## src/hdl/spfs_pkg.sv

```systemverilog
package spfs_pkg;

    // ***************************************
    // Pin counts and layout
    // ***************************************
    localparam int PIN_COUNT = 21;
    localparam int AN_COUNT  = 12;
    // Pin index of the first converter analog input
    localparam int AN_BASE   = 6;

    // ***************************************
    // Pin indices of shared resources
    // ***************************************
    localparam int IDX_PULSE_GEN0    = 0;
    localparam int IDX_PULSE_GEN1    = 1;
    localparam int IDX_UART0_RX      = 2;
    localparam int IDX_UART0_CLOCK   = 3;
    localparam int IDX_UART0_TX      = 4;
    localparam int IDX_UART1_RX      = 5;
    localparam int IDX_UART1_CLOCK   = 15;
    localparam int IDX_SIO1_OUT      = 16;
    localparam int IDX_SIO2_IN       = 17;
    localparam int IDX_SDA           = 18;
    localparam int IDX_SCL           = 19;

    // ***************************************
    // Reset values
    // ***************************************
    localparam logic [AN_COUNT-1:0]  AIN_RESET   = 12'hFFF;
    localparam logic [PIN_COUNT-1:0] PIN_ZERO    = 21'h00_0000;
    localparam logic [PIN_COUNT-1:0] PIN_ONES    = 21'h1F_FFFF;
    localparam logic [AN_COUNT-1:0]  AIN_ZERO    = 12'h000;

endpackage : spfs_pkg

```

## src/hdl/spfs_pin_mux.sv

```systemverilog
`timescale 1ns/1ps
`default_nettype none

// Function
// - A pin reaches the converter only while its analog enable bit is 1.
// - Standby blocks every hysteresis input path from internal logic.
// - A uart clock pin is driven by its uart only when clock out is on.
// - A serial input pin in receive mode is dedicated to its channel.
// - Port and resources share one output and one input path per pin.
// - The two-wire bus pins only pull low, never drive high.
// - A serial data out pin carries the channel only when output is on.
// - After reset every analog enable bit reads 1.
module spfs_pin_mux
    import spfs_pkg::*;
(
    input  wire logic                 SYS_CLK,
    input  wire logic                 RST_B,
    input  wire logic [PIN_COUNT-1:0] PIN_IN,
    output var  logic [PIN_COUNT-1:0] PIN_OUT,
    output var  logic [PIN_COUNT-1:0] PIN_OE_B,
    input  wire logic [PIN_COUNT-1:0] PORT_DATA,
    input  wire logic [PIN_COUNT-1:0] PORT_DIR,
    input  wire logic [PIN_COUNT-1:0] RES_OUT,
    input  wire logic [PIN_COUNT-1:0] RES_OE,
    input  wire logic                 RX_ACTIVE_UART0,
    input  wire logic                 RX_ACTIVE_UART1,
    input  wire logic                 RX_ACTIVE_SIO2,
    input  wire logic                 BUS_ACTIVE,
    input  wire logic                 BUS_SDA_LOW,
    input  wire logic                 BUS_SCL_LOW,
    input  wire logic                 STANDBY,
    input  wire logic                 AIN_WR,
    input  wire logic [AN_COUNT-1:0]  AIN_WR_DATA,
    output var  logic [AN_COUNT-1:0]  AIN_ENABLE,
    output var  logic [AN_COUNT-1:0]  ANALOG_CONNECT,
    output var  logic [PIN_COUNT-1:0] DIG_IN
);

    // ***************************************
    // State
    // ***************************************
    logic [AN_COUNT-1:0]  analog_input_enable_reg;
    logic [PIN_COUNT-1:0] pin_meta;
    logic [PIN_COUNT-1:0] pin_sync;
    logic [PIN_COUNT-1:0] dedicated;
    logic [PIN_COUNT-1:0] analog;
    logic [PIN_COUNT-1:0] res_sel;
    logic [PIN_COUNT-1:0] drive_val;
    logic [PIN_COUNT-1:0] drive_en;
    logic [PIN_COUNT-1:0] bus_low;
    logic [PIN_COUNT-1:0] next_out;
    logic [PIN_COUNT-1:0] next_oe_b;
    logic [PIN_COUNT-1:0] next_dig_in;

    // ***************************************
    // Per pin selection
    // ***************************************
    genvar i;
    generate
        for (i = 0; i < PIN_COUNT; i++) begin : g_pin
            if (i == IDX_UART0_RX) begin : g_rx0
                assign dedicated[i] = RX_ACTIVE_UART0;
            end else if (i == IDX_UART1_RX) begin : g_rx1
                assign dedicated[i] = RX_ACTIVE_UART1;
            end else if (i == IDX_SIO2_IN) begin : g_rx2
                assign dedicated[i] = RX_ACTIVE_SIO2;
            end else begin : g_norx
                assign dedicated[i] = 1'b0;
            end
            if (i >= AN_BASE && i < AN_BASE + AN_COUNT) begin : g_an
                assign analog[i] = analog_input_enable_reg[i-AN_BASE];
            end else begin : g_dig
                assign analog[i] = 1'b0;
            end
            assign res_sel[i]   = RES_OE[i] & ~dedicated[i];
            assign drive_val[i] = res_sel[i] ? RES_OUT[i] : PORT_DATA[i];
            assign drive_en[i]  = ~dedicated[i] & ~analog[i]
                                & (res_sel[i] | PORT_DIR[i]);
            if (i == IDX_SDA || i == IDX_SCL) begin : g_od
                // Bus pull requests only count while the interface runs
                assign bus_low[i]   = BUS_ACTIVE
                                    & (i == IDX_SDA ? BUS_SDA_LOW
                                                    : BUS_SCL_LOW);
                assign next_out[i]  = 1'b0;
                assign next_oe_b[i] = ~((drive_en[i] & ~drive_val[i])
                                      | bus_low[i]);
            end else begin : g_cmos
                assign bus_low[i]   = 1'b0;
                assign next_out[i]  = drive_val[i];
                assign next_oe_b[i] = ~drive_en[i];
            end
            assign next_dig_in[i] = pin_sync[i] & ~STANDBY & ~analog[i];
        end
    endgenerate

    // ***************************************
    // Registers
    // ***************************************
    // analog enable reset
    always_ff @(posedge SYS_CLK) begin
        if (!RST_B) begin
            analog_input_enable_reg <= AIN_RESET;
        end else if (AIN_WR) begin
            analog_input_enable_reg <= AIN_WR_DATA;
        end
    end

    // Pad levels are asynchronous to the system clock
    always_ff @(posedge SYS_CLK) begin
        if (!RST_B) begin
            pin_meta <= PIN_ZERO;
            pin_sync <= PIN_ZERO;
        end else begin
            pin_meta <= PIN_IN;
            pin_sync <= pin_meta;
        end
    end

    // Pins released at reset so nothing fights the board
    always_ff @(posedge SYS_CLK) begin
        if (!RST_B) begin
            PIN_OUT        <= PIN_ZERO;
            PIN_OE_B       <= PIN_ONES;
            DIG_IN         <= PIN_ZERO;
            AIN_ENABLE     <= AIN_RESET;
            ANALOG_CONNECT <= AIN_ZERO;
        end else begin
            PIN_OUT        <= next_out;
            PIN_OE_B       <= next_oe_b;
            DIG_IN         <= next_dig_in;
            AIN_ENABLE     <= analog_input_enable_reg;
            ANALOG_CONNECT <= analog_input_enable_reg;
        end
    end
endmodule : spfs_pin_mux

`default_nettype wire

```

## config.mk

```make
export PLATFORM = sky130hd
export DESIGN_NAME = spfs_pin_mux
export DESIGN_NICKNAME = d
export VERILOG_FILES = /design/src/hdl/spfs_pkg.sv /design/src/hdl/spfs_pin_mux.sv
export SDC_FILE = /design/constraint.sdc
export NUM_CORES = 1
export LEC_CHECK = 0
export ABC_AREA = 1
export BUFFER_PORTS_ARGS = -buffer_cell sky130_fd_sc_hd__buf_2
export CELL_PAD_IN_SITES_DETAIL_PLACEMENT = 0
export CELL_PAD_IN_SITES_GLOBAL_PLACEMENT = 2
export CORE_ASPECT_RATIO = 0.75
export CORE_MARGIN = 3
export CORE_UTILIZATION = 24
export DETAILED_ROUTE_END_ITERATION = 8
export MAX_ROUTING_LAYER = met4
export PLACE_DENSITY = 0.83
export SYNTH_ARGS = -nofsm -noshare
export SYNTH_HDL_FRONTEND = slang
export SYNTH_SLANG_ARGS = --single-unit
```

## constraint.sdc

```tcl
create_clock -name SYS_CLK -period 0.8 [get_ports SYS_CLK]
set_input_delay 0.08 -clock SYS_CLK [delete_from_list [all_inputs] [get_ports SYS_CLK]]
set_output_delay 0.08 -clock SYS_CLK [all_outputs]
set_load 0.02 [all_outputs]
```

# Word level (Yosys, flattened, before mapping)
# Index checks and enable logic that the tools add are counted.
# classes
muxes	21
bitwise	117
# op_table
cell	count
bitwise AND 1 bit	55
NOT 1 bit	39
bitwise OR 1 bit	23
2-to-1 mux 1 bit	21
# totals
output_inout_bits	87
ff_bits	141

# Longest topological paths before layout
# Gate-level depths: netlist (run 1).
# logic_depth
ltp_word	5
ltp_mapped	5
depth_no_buf	5

# Least setup slack after synthesis (run 1)
# OpenSTA, ideal clock, no wires.
# synth_timing
kind	input to register
startpoint	in STANDBY
endpoint	reg DIG_IN[10]
setup_ns	0.117
t_required_ns	0.683
arrival_time_ns	0.583
path_slack_ns	0.100
path_stages	5
path_cell_list	buf_2 > inv_1 > nand2_1 > buf_2 > nor2_1
# synth_via
elab_chain_len	3
# synth_rtl
element	line_no	text
from (decl)	spfs_pin_mux.sv:31	input wire logic STANDBY,
NOT 1 bit	spfs_pin_mux.sv:92	assign next_dig_in[i] = pin_sync[i] & ~STANDBY & ~analog[i];
bitwise AND 1 bit (2 in series)	spfs_pin_mux.sv:92	
to (signal assigned)	spfs_pin_mux.sv:130	DIG_IN <= next_dig_in;
to (decl)	spfs_pin_mux.sv:36	output var logic [PIN_COUNT-1:0] DIG_IN
# No other way between the ends.
# A chain may end at the register's enable or synchronous reset.

# Worst setup path in the final report (run 1)
# layout_timing
startpoint	reg AIN_ENABLE[0]
endpoint	out AIN_ENABLE[0]
# layout_rtl
element	line_no	text
from (decl)	spfs_pin_mux.sv:34	output var logic [AN_COUNT-1:0] AIN_ENABLE,
from (signal assigned)	spfs_pin_mux.sv:131	AIN_ENABLE <= analog_input_enable_reg;
# No word-level cell between the ends.

==> results of run 1 <==
[cells in the final DEF (no fill, tap or decap), drive strengths merged]
master	n
nor3	1
nand3	4
clkinvlp	1
bufinv	4
conb	2
o21ai	36
inv	96
clkbuf	19
o21bai	11
a21oi	28
buf	230
nor2	32
dfxtp	139
dlygate4sd3	124
clkinv	7
nand2	100
[per-stage QoR]
stage | setup TNS (ps) | power [W] | hold WS, ps
finish | -10160 | 0.0177 | 6.91
CTS | -12350 | 0.0179 | 3.97
floorplan | 0 | 0.00820 | 171
detailed placement | -3160 | 0.00897 | 258
global placement | -2810 | 0.00896 | 257
global route | -13410 | 0.0185 | 0.261
[cell type report]
class	count	area [um2]	share of cell area (%)
multi-input cells	214	941	11.6
flip-flops and latches	139	2890	35.7
repair buffers	354	3020	37.4
clock buffers	19	433	5.35
inverters	96	360	4.45
well taps	215	269	3.32
clock inverters	12	174	2.15
[where the power goes]
part           internal (W)  total, W  switching (W)  leakage, nW
registers           0.00732   0.00746       0.000144         1.15
logic               0.00124   0.00220       0.000957         2.68
clock network       0.00519   0.00804        0.00285        0.297
total                0.0137    0.0177        0.00395         4.13
[path summary, 6_finish.rpt]
| kind | slack [ps] | end | start | depth (start not counted) |
|---|---|---|---|---|
| setup / recovery | -140 | AIN_ENABLE[0] | AIN_ENABLE[0] | 1 |
| hold / removal | 7 | analog_input_enable_reg[1] | AIN_WR | 3 |
| setup reg to reg | 60 | PIN_OE_B[10] | analog_input_enable_reg[4] | 3 |
| hold reg to reg | 400 | DIG_IN[4] | pin_sync[4] | 2 |
[metal layers]
layer  global-route usage, %  share of wire, %  wire length [um]
met5                       -                 0                 0
met4                    4.25               1.3               168
met3                    5.01               8.5              1140
met2                    24.9                48              6460
met1                    15.3                42              5650
[kinds of logic after synthesis]
| family | Yosys count | synth area share [%] |
|---|---|---|
| AOI/OAI and AO/OA | 75 | 9.66 |
| and+or+nand+nor | 137 | 12.5 |
| DFF | 139 | 66.7 |
| buffers and inverters | 114 | 11.1 |
| other | 1 | 0.0899 |
[what timing repair did]
action / CTS / global route
cloned: 0 / 0
endpoints found under the hold margin: 74 / 0
hold buffers: 124 / 0
resized for setup: 253 / 19
setup buffers: 0 / 0
endpoints found under the setup margin: 85 / 101
==> flow_metrics.tcl, run 1 <==
set metrics [dict create \
    skew_ps 7.00 \
    fin_util_pct 47.8 \
    post_drt_wl_per_cell_um 12.8 \
    synth_top_area_cell "dfxtp_1" \
    ys_async_sr_fraction_pct 0 \
    gp_congestion 0.729 \
    place_area_um2 5590 \
    cts_tree "done" \
    p_per_area_nw_per_um2 2190 \
    nNetsFinal 949 \
    drv_cap 0 \
    timing.final.crit_share_pct 118 \
    area_growth_pct 94.0 \
    crit_type "register to output port" \
    synth_seq_area_share_pct 66.7 \
    crit_buf_inv 1 \
    syn-mean-instance-area_um2 8.95 \
    grt_overflow 0 \
    synth.most_common_cell "dfxtp_1" \
    grt_setup_unrepaired "yes" \
    numCtsBuffers 17 \
    setup_viol 85 \
    clk_latency_ps 410 \
    routed_wl_um 13400 \
    vias 4020 \
    path_cells "buf_6" \
    core-area_um2 16900 \
    startpoint_type "register" \
    critical_path.top_delay_family "flip-flops" \
    diodes 0 \
    yosys_warnings 0 \
    stdcell_count 1049 \
    start_util_pct 24.6 \
    io-pin-count 214 \
    die_area_um2 19000 \
    finalCriticalPeriod_ps 943 \
    cp_slowest_cell "dfxtp_2" \
    synth_cell_types 14 \
    grt_pass1_wl_um 20300 \
    hp-class "primary input to register" \
    synth_top_flop_cell "dfxtp_1" \
    clock_sinks 139 \
    track_usage_pct 14.3 \
    synth_top_area_share_pct 66.7 \
    dp_slack_ps -140 \
    synth_edf_count 0 \
    critPathMaxStageDelay_ps 340 \
    syn_area_um2 4170 \
    io_buffers 211 \
    fin_ws_ps -143 \
    cp.arrival_ps 860 \
    path_clk_slew_ps 60 \
    status "finished, violations left" \
    drtPass1Iterations 6 \
    rows 41 \
    antenna_left 0 \
    root_buffer "clkbuf_16" \
    grt_antenna_before_repair 0 \
    finalMaxSlewViolations 0 \
    grt_max_degree 46 \
    leakagePower_nw 4.13 \
    first_global_vias 4168 \
    drive_above_1_share_pct 42.6 \
    drtIter0Drc 140 \
    final_area_um2 8090 \
    end_kind "output port" \
    peakVddDrop_mv 1.10 \
    synthTopCellsByArea "dfxtp_1, nand2_1, inv_1" \
    htreeDepth 4 \
    chipHeight_um 120 \
    die_w_um 158 \
    via_per_inst 3.83 \
    place_inst 894 \
    max_freq_ghz 1.06 \
    hold_viol 0 \
    syn_inst 466 \
    synthTopCellsByCount "dfxtp_1, nand2_1, inv_1" \
    ys_ff_latch 139 \
    crit_required_ps 720 \
    violations "setup timing" \
    cts_buffer_depth 2 \
    drc 0 \
    crit_fanout 1 \
    n_fill_cell 1525 \
    dp_hpwl_um 8570 \
]
Power figures use the tool's default switching activity.
==> run 2: changes to the inputs <==
--- a/config.mk
+++ b/config.mk
@@ -13,6 +13,6 @@
 export CORE_MARGIN = 3
-export CORE_UTILIZATION = 24
+export CORE_UTILIZATION = 26
 export DETAILED_ROUTE_END_ITERATION = 8
 export MAX_ROUTING_LAYER = met4
-export PLACE_DENSITY = 0.83
+export PLACE_DENSITY = 0.89
 export SYNTH_ARGS = -nofsm -noshare
==> constraint.sdc (replaced) <==
create_clock -name SYS_CLK -period 1.2 [get_ports SYS_CLK]
set_input_delay 0.12 -clock SYS_CLK [delete_from_list [all_inputs] [get_ports SYS_CLK]]
set_output_delay 0.12 -clock SYS_CLK [all_outputs]
set_load 0.01 [all_outputs]
==> flow_metrics.tcl, run 2 (synthesis gave the netlist of run 1 again) <==
set metrics [dict create \
    cp.arrival_ps 1500 \
    clk_latency_ps 420 \
    setup_viol 2 \
    drtPass1Iterations 4 \
    r2r_setup_slack_ps 340 \
    drv_cap 0 \
    nNetsFinal 922 \
    leakagePower_nw 3.85 \
    diodes 0 \
    clock_sinks 139 \
    status "finished, violations left" \
    layout_commonest_cell "buf_2" \
    worst_pin_slew_ps 520 \
    dp_hpwl_um 8400 \
    path_cells "dlygate4sd3_1 -> buf_2 -> o21ai_2 -> a21oi_1 -> dlygate4sd3_1" \
    max_slew_margin_pct 65.3 \
    startpoint_type "primary input" \
    finalMaxSlewViolations 0 \
    end_kind "register" \
    r2r_start "analog_input_enable_reg[1]" \
    gp_congestion 0.883 \
    skew_ps 10.9 \
    die_w_um 152 \
    reg2reg_depth 3 \
    finalPower_w 0.0113 \
    fin_ws_ps -10.7 \
    hold_start "PORT_DATA[0]" \
    timing.final.crit_share_pct 101 \
    finalCriticalPeriod_ps 1210 \
    peakVddDrop_mv 0.711 \
    cp_slowest_cell "dlygate4sd3_1" \
    hold_viol 0 \
    cts_buffer_depth 2 \
    crit_fanout 3 \
    crit_buf_inv 3 \
    grt_max_degree 46 \
    worstReg2RegEnd "PIN_OE_B[7]" \
    area_growth_pct 73.1 \
    crit_type "primary input to register" \
    drc 0 \
    antenna_left 0 \
    htreeDepth 4 \
    grt_antenna_before_repair 0 \
    cp_common_cell "dlygate4sd3_1" \
    final_cell_mix "buf_2, dfxtp_1, dlygate4sd3_1" \
    cts_setup_buffers 0 \
    post_drt_wl_per_cell_um 12.5 \
    chipHeight_um 116 \
    grt_pass1_wl_um 19800 \
    n_fill_cell 1426 \
    holdPathEnd "PIN_OUT[0]" \
    core-area_um2 15500 \
    root_buffer "clkbuf_16" \
    finalSetupTns_ps -13.5 \
    violations "setup timing" \
    critPathMaxStageDelay_ps 550 \
    drtIter0Drc 153 \
    grt_overflow 0 \
    start_util_pct 27.0 \
    track_usage_pct 14.8 \
    rows 39 \
    via_per_inst 3.92 \
    io_buffers 211 \
    p_per_area_nw_per_um2 1570 \
    max_freq_ghz 0.826 \
    critical_path.top_delay_family "buffers and inverters" \
    drive_above_1_share_pct 30.9 \
    cts_tree "done" \
    numCtsBuffers 17 \
    hold_path_depth 3 \
    hp-class "primary input to register" \
    routed_wl_um 12600 \
    die_area_um2 17600 \
    first_global_vias 4142 \
    path_clk_slew_ps 50 \
    crit_required_ps 1490 \
    vias 3970 \
    io-pin-count 214 \
]
[run 2: cell count changes in the layout (fill, tap and decap cells not counted), moves of 8 or more]
| cell | change |
|---|---|
| buf_2 | +80 |
| buf_4 | -11 |
| buf_6 | -85 |
| dfxtp_1 | +86 |
| dfxtp_2 | -86 |
| dlygate4sd3_1 | -11 |
| o21ai_1 | -12 |
| o21ai_2 | +8 |
[run 2: worst max path at each step]
stage	from	end	slack [ps]	cells past startpoint
detailed placement	RST_B	DIG_IN[10]	200	4
finish	RES_OE[6]	PIN_OUT[6]	-10	5
CTS	RES_OE[20]	PIN_OUT[20]	8	5
global route	RES_OE[6]	PIN_OUT[6]	-30	5
floorplan	STANDBY	DIG_IN[10]	460	5
global placement	RST_B	DIG_IN[11]	250	4
[run 2: routing by layer]
metal	track usage, %	vias to the layer above	wire [um]
met5	-	-	0
met4	7.31	0	361
met3	5.79	31	970
met2	24.6	177	5970
met1	15.7	1722	5320
li1	-	2040	-
[run 2: worst register-to-register path, cell delays in order (launching register included)]
cell      delay [ps]
dfxtp_1          310
inv_1            140
nand2_1          120
o21bai_1         170
[run 2: cell type report]
| type | count | area, um2 | area share (%) |
|---|---|---|---|
| sequential | 139 | 2780 | 38.5 |
| timing repair buffer | 327 | 2250 | 31.2 |
| clock buffer | 19 | 443 | 6.13 |
| multi-input combinational | 214 | 961 | 13.3 |
| clock inverter | 13 | 165 | 2.29 |
| inverter | 96 | 360 | 4.99 |
| tap | 205 | 256 | 3.55 |
[run 2: metrics by stage]
| step | hold WS [ps] | area [um2] | worst slack, ps | cells | util [%] |
|---|---|---|---|---|---|
| 6_report | 5.29 | 7220 | -10.7 | 1013 | 46.7 |
| 5_1_grt | 17.6 | 7220 | -26.0 | 1013 | 46.7 |
| 4_1_cts | 1.50 | 7220 | 7.80 | 1019 | 46.7 |
| 3_5_place_dp | 303 | 5440 | 202 | 870 | 35.2 |
| 3_3_place_gp | 298 | 5440 | 249 | 870 | 35.2 |
| 2_1_floorplan | 211 | 4180 | 460 | 467 | - |
[run 2: what timing repair did]
action | 4_1_cts | 5_1_grt
resized for setup | 0 | 13
endpoints found under the hold margin | 73 | 4
setup endpoints to repair | 0 | 14
hold buffers | 117 | 4
[run 2: where the power goes]
group	total [W]	leakage, nW	internal (W)	switching, W
clock network	0.00530	0.286	0.00333	0.00196
logic	0.00113	2.41	0.000607	0.000518
registers	0.00491	1.15	0.00485	0.0000619
total	0.0113	3.85	0.00879	0.00254
==> run 3: changes to the inputs <==
- ABC_AREA: 1 -> 0
- CAP_MARGIN: default -> 10
- CORE_UTILIZATION: 26 -> 28
- PLACE_DENSITY: 0.89 -> 0.88
==> flow_metrics.tcl, run 3 <==
set metrics [dict create \
    status "finished, violations left" \
    violations "hold timing" \
    cp_common_cell "dlygate4sd3_1" \
    grt_setup_unrepaired "no" \
    cts_buffer_depth 2 \
    wl_met1_um 4970 \
    via_per_inst 3.97 \
    gp_congestion 0.746 \
    drc 0 \
    synth_edf_count 0 \
    synthMuxAreaShare_pct 7.49 \
    routed_wl_um 11700 \
    synthAdderAreaFrac_pct 0 \
    drtPass1Iterations 4 \
    n_fill_cell 1258 \
    path_cells "dlygate4sd3_1 -> buf_2 -> mux2i_1 -> dlygate4sd3_1 -> nor2b_1" \
    cts_resized 0 \
    layout_commonest_cell "buf_2" \
    diodes 0 \
    worstReg2RegEnd "PIN_OE_B[6]" \
    synth_top_area_share_pct 67.1 \
    htreeDepth 4 \
    chipHeight_um 111 \
    end_kind "register" \
    numCtsBuffers 17 \
    clk_latency_ps 400 \
    place_inst 737 \
    rows 37 \
    final_cell_mix "buf_2, dfxtp_1, dlygate4sd3_1" \
    core-area_um2 14100 \
    critPathMaxStageDelay_ps 560 \
    skew_ps 7.49 \
    grt_overflow 0 \
    stdcell_count 872 \
    nNetsFinal 792 \
    clock_sinks 139 \
    io-pin-count 214 \
    io_buffers 211 \
    r2r_setup_slack_ps 360 \
    leakagePower_nw 3.27 \
    cp_slowest_cell "dlygate4sd3_1" \
    place_area_um2 5420 \
    ys_ff_latch 139 \
    crit_buf_inv 3 \
    dp_hpwl_um 7650 \
    ys_async_sr_fraction_pct 0 \
    track_usage_pct 15.2 \
    drv_cap 0 \
    synth_cell_types 20 \
    synth_seq_area_share_pct 67.1 \
    grt_antenna_before_repair 0 \
    synthXorXnorAreaFrac_pct 0 \
    start_util_pct 29.4 \
    critPathCapture "PIN_OUT[6]" \
    hp-class "primary input to register" \
    synth_compound_gate_area_share_pct 3.56 \
    finalCriticalPeriod_ps 1180 \
    wl_met2_um 5900 \
    setup_viol 0 \
    synth_top_area_cell "dfxtp_1" \
    critical_path.top_delay_family "buffers and inverters" \
    crit_fanout 1 \
    die_area_um2 16300 \
    max_freq_ghz 0.851 \
    syn-mean-instance-area_um2 12.2 \
    cts_setup_buffers 0 \
    grt_max_degree 41 \
    cts_tree "done" \
    synthSimpleGateAreaFrac_pct 19.0 \
    finalSetupTns_ps 0 \
    syn_inst 341 \
    timing.final.crit_share_pct 97.9 \
    crit_type "primary input to register" \
    synth_top_flop_cell "dfxtp_1" \
    area_growth_pct 70.4 \
    die_w_um 146 \
    synthTopCellsByArea "dfxtp_1, and2_1, mux2i_1" \
    hold_ws_ps -11.9 \
    peakVddDrop_mv 0.860 \
    startpoint_type "primary input" \
    path_clk_slew_ps 60 \
    hold_viol 3 \
    r2r_start "analog_input_enable_reg[0]" \
    fin_util_pct 50.2 \
    synthTopCellsByCount "dfxtp_1, and2_1, mux2i_1" \
    crit_required_ps 1490 \
    synth_top_family_by_area "simple AND/OR/NAND/NOR gates" \
    synth.most_common_cell "dfxtp_1" \
    first_global_vias 3827 \
    antenna_left 0 \
    post_drt_wl_per_cell_um 13.5 \
    final_area_um2 7060 \
    finalPower_w 0.0112 \
    met3RoutedLength_um 775 \
    highest_layer "met4" \
    reg2reg_depth 2 \
    grt_pass1_wl_um 19100 \
    root_buffer "clkbuf_16" \
    vias 3465 \
    drtIter0Drc 85 \
    yosys_warnings 0 \
    p_per_area_nw_per_um2 1590 \
    crit_start "PORT_DATA[6]" \
    syn_area_um2 4140 \
    cp.arrival_ps 1470 \
    finalMaxSlewViolations 0 \
    drive_above_1_share_pct 36.2 \
    cp.depth 5 \
]
-- run 3: changes by cell type after synthesis, moves of 10 or more --
cell	change
nand2b_1	+10
o21ai_1	-10
nor3b_1	+14
nor2_1	-31
and2_1	+63
o21ai_0	-16
nand2_1	-86
nor2b_1	+22
inv_1	-92
mux2i_1	+31
a21oi_1	-28
-- run 3: layer usage --
metal / track usage, % / vias to the layer above
met4: 4.39 / 0
met2: 25.9 / 125
met3: 5.66 / 7
li1: - / 1737
met5: - / -
met1: 16.8 / 1596
-- run 3: how the worst min path moves through the flow --
stage           startpoint  cells after the start       endpoint
2_1_floorplan        RST_B                      1  AIN_ENABLE[2]
3_3_place_gp   PORT_DIR[7]                      2    PIN_OE_B[7]
3_5_place_dp   PORT_DIR[7]                      2    PIN_OE_B[7]
4_1_cts         BUS_ACTIVE                      4   PIN_OE_B[18]
5_1_grt         RES_OUT[3]                      3     PIN_OUT[3]
6_report        RES_OUT[5]                      3     PIN_OUT[5]
-- run 3: area by class of cell --
cell class,instances,area (um2),share of cell area (%)
Inverter,4,15.0,0.213
Clock buffer,21,460,6.52
Multi-Input combinational cell,184,1250,17.7
Tap cell,195,244,3.45
Timing Repair Buffer,319,2160,30.7
Clock inverter,10,143,2.02
Sequential cell,139,2780,39.4
-- run 3: cell families after synthesis --
logic type | count (synthesis)
buf+inv | 19
compound gates | 23
flops | 139
simple gates | 128
other cells | 1
mux | 31
-- run 3: report_power, final --
part | total, W | internal, W | switching [W]
clock network | 0.00527 | 0.00337 | 0.00190
logic | 0.00103 | 0.000626 | 0.000399
registers | 0.00491 | 0.00483 | 0.0000748
total | 0.0112 | 0.00883 | 0.00237
-- run 3: what timing repair did --
| item | 4_1_cts | 5_1_grt |
|---|---|---|
| hold buffers | 114 | 0 |
| endpoints found under the hold margin | 72 | 0 |
| setup endpoints to repair | 0 | 10 |
-- run 3: stage by stage --
stage	hold WS [ps]	worst slack, ps
after floorplan	209	426
after global placement	297	213
after detailed placement	301	199
after CTS	0.776	3.81
after global routing	16.0	15.2
final	-11.9	24.7
-- run 3: worst min-delay path: stages --
cell     delay, ps
buf_2           80
mux2i_1         60
nor2b_1        100
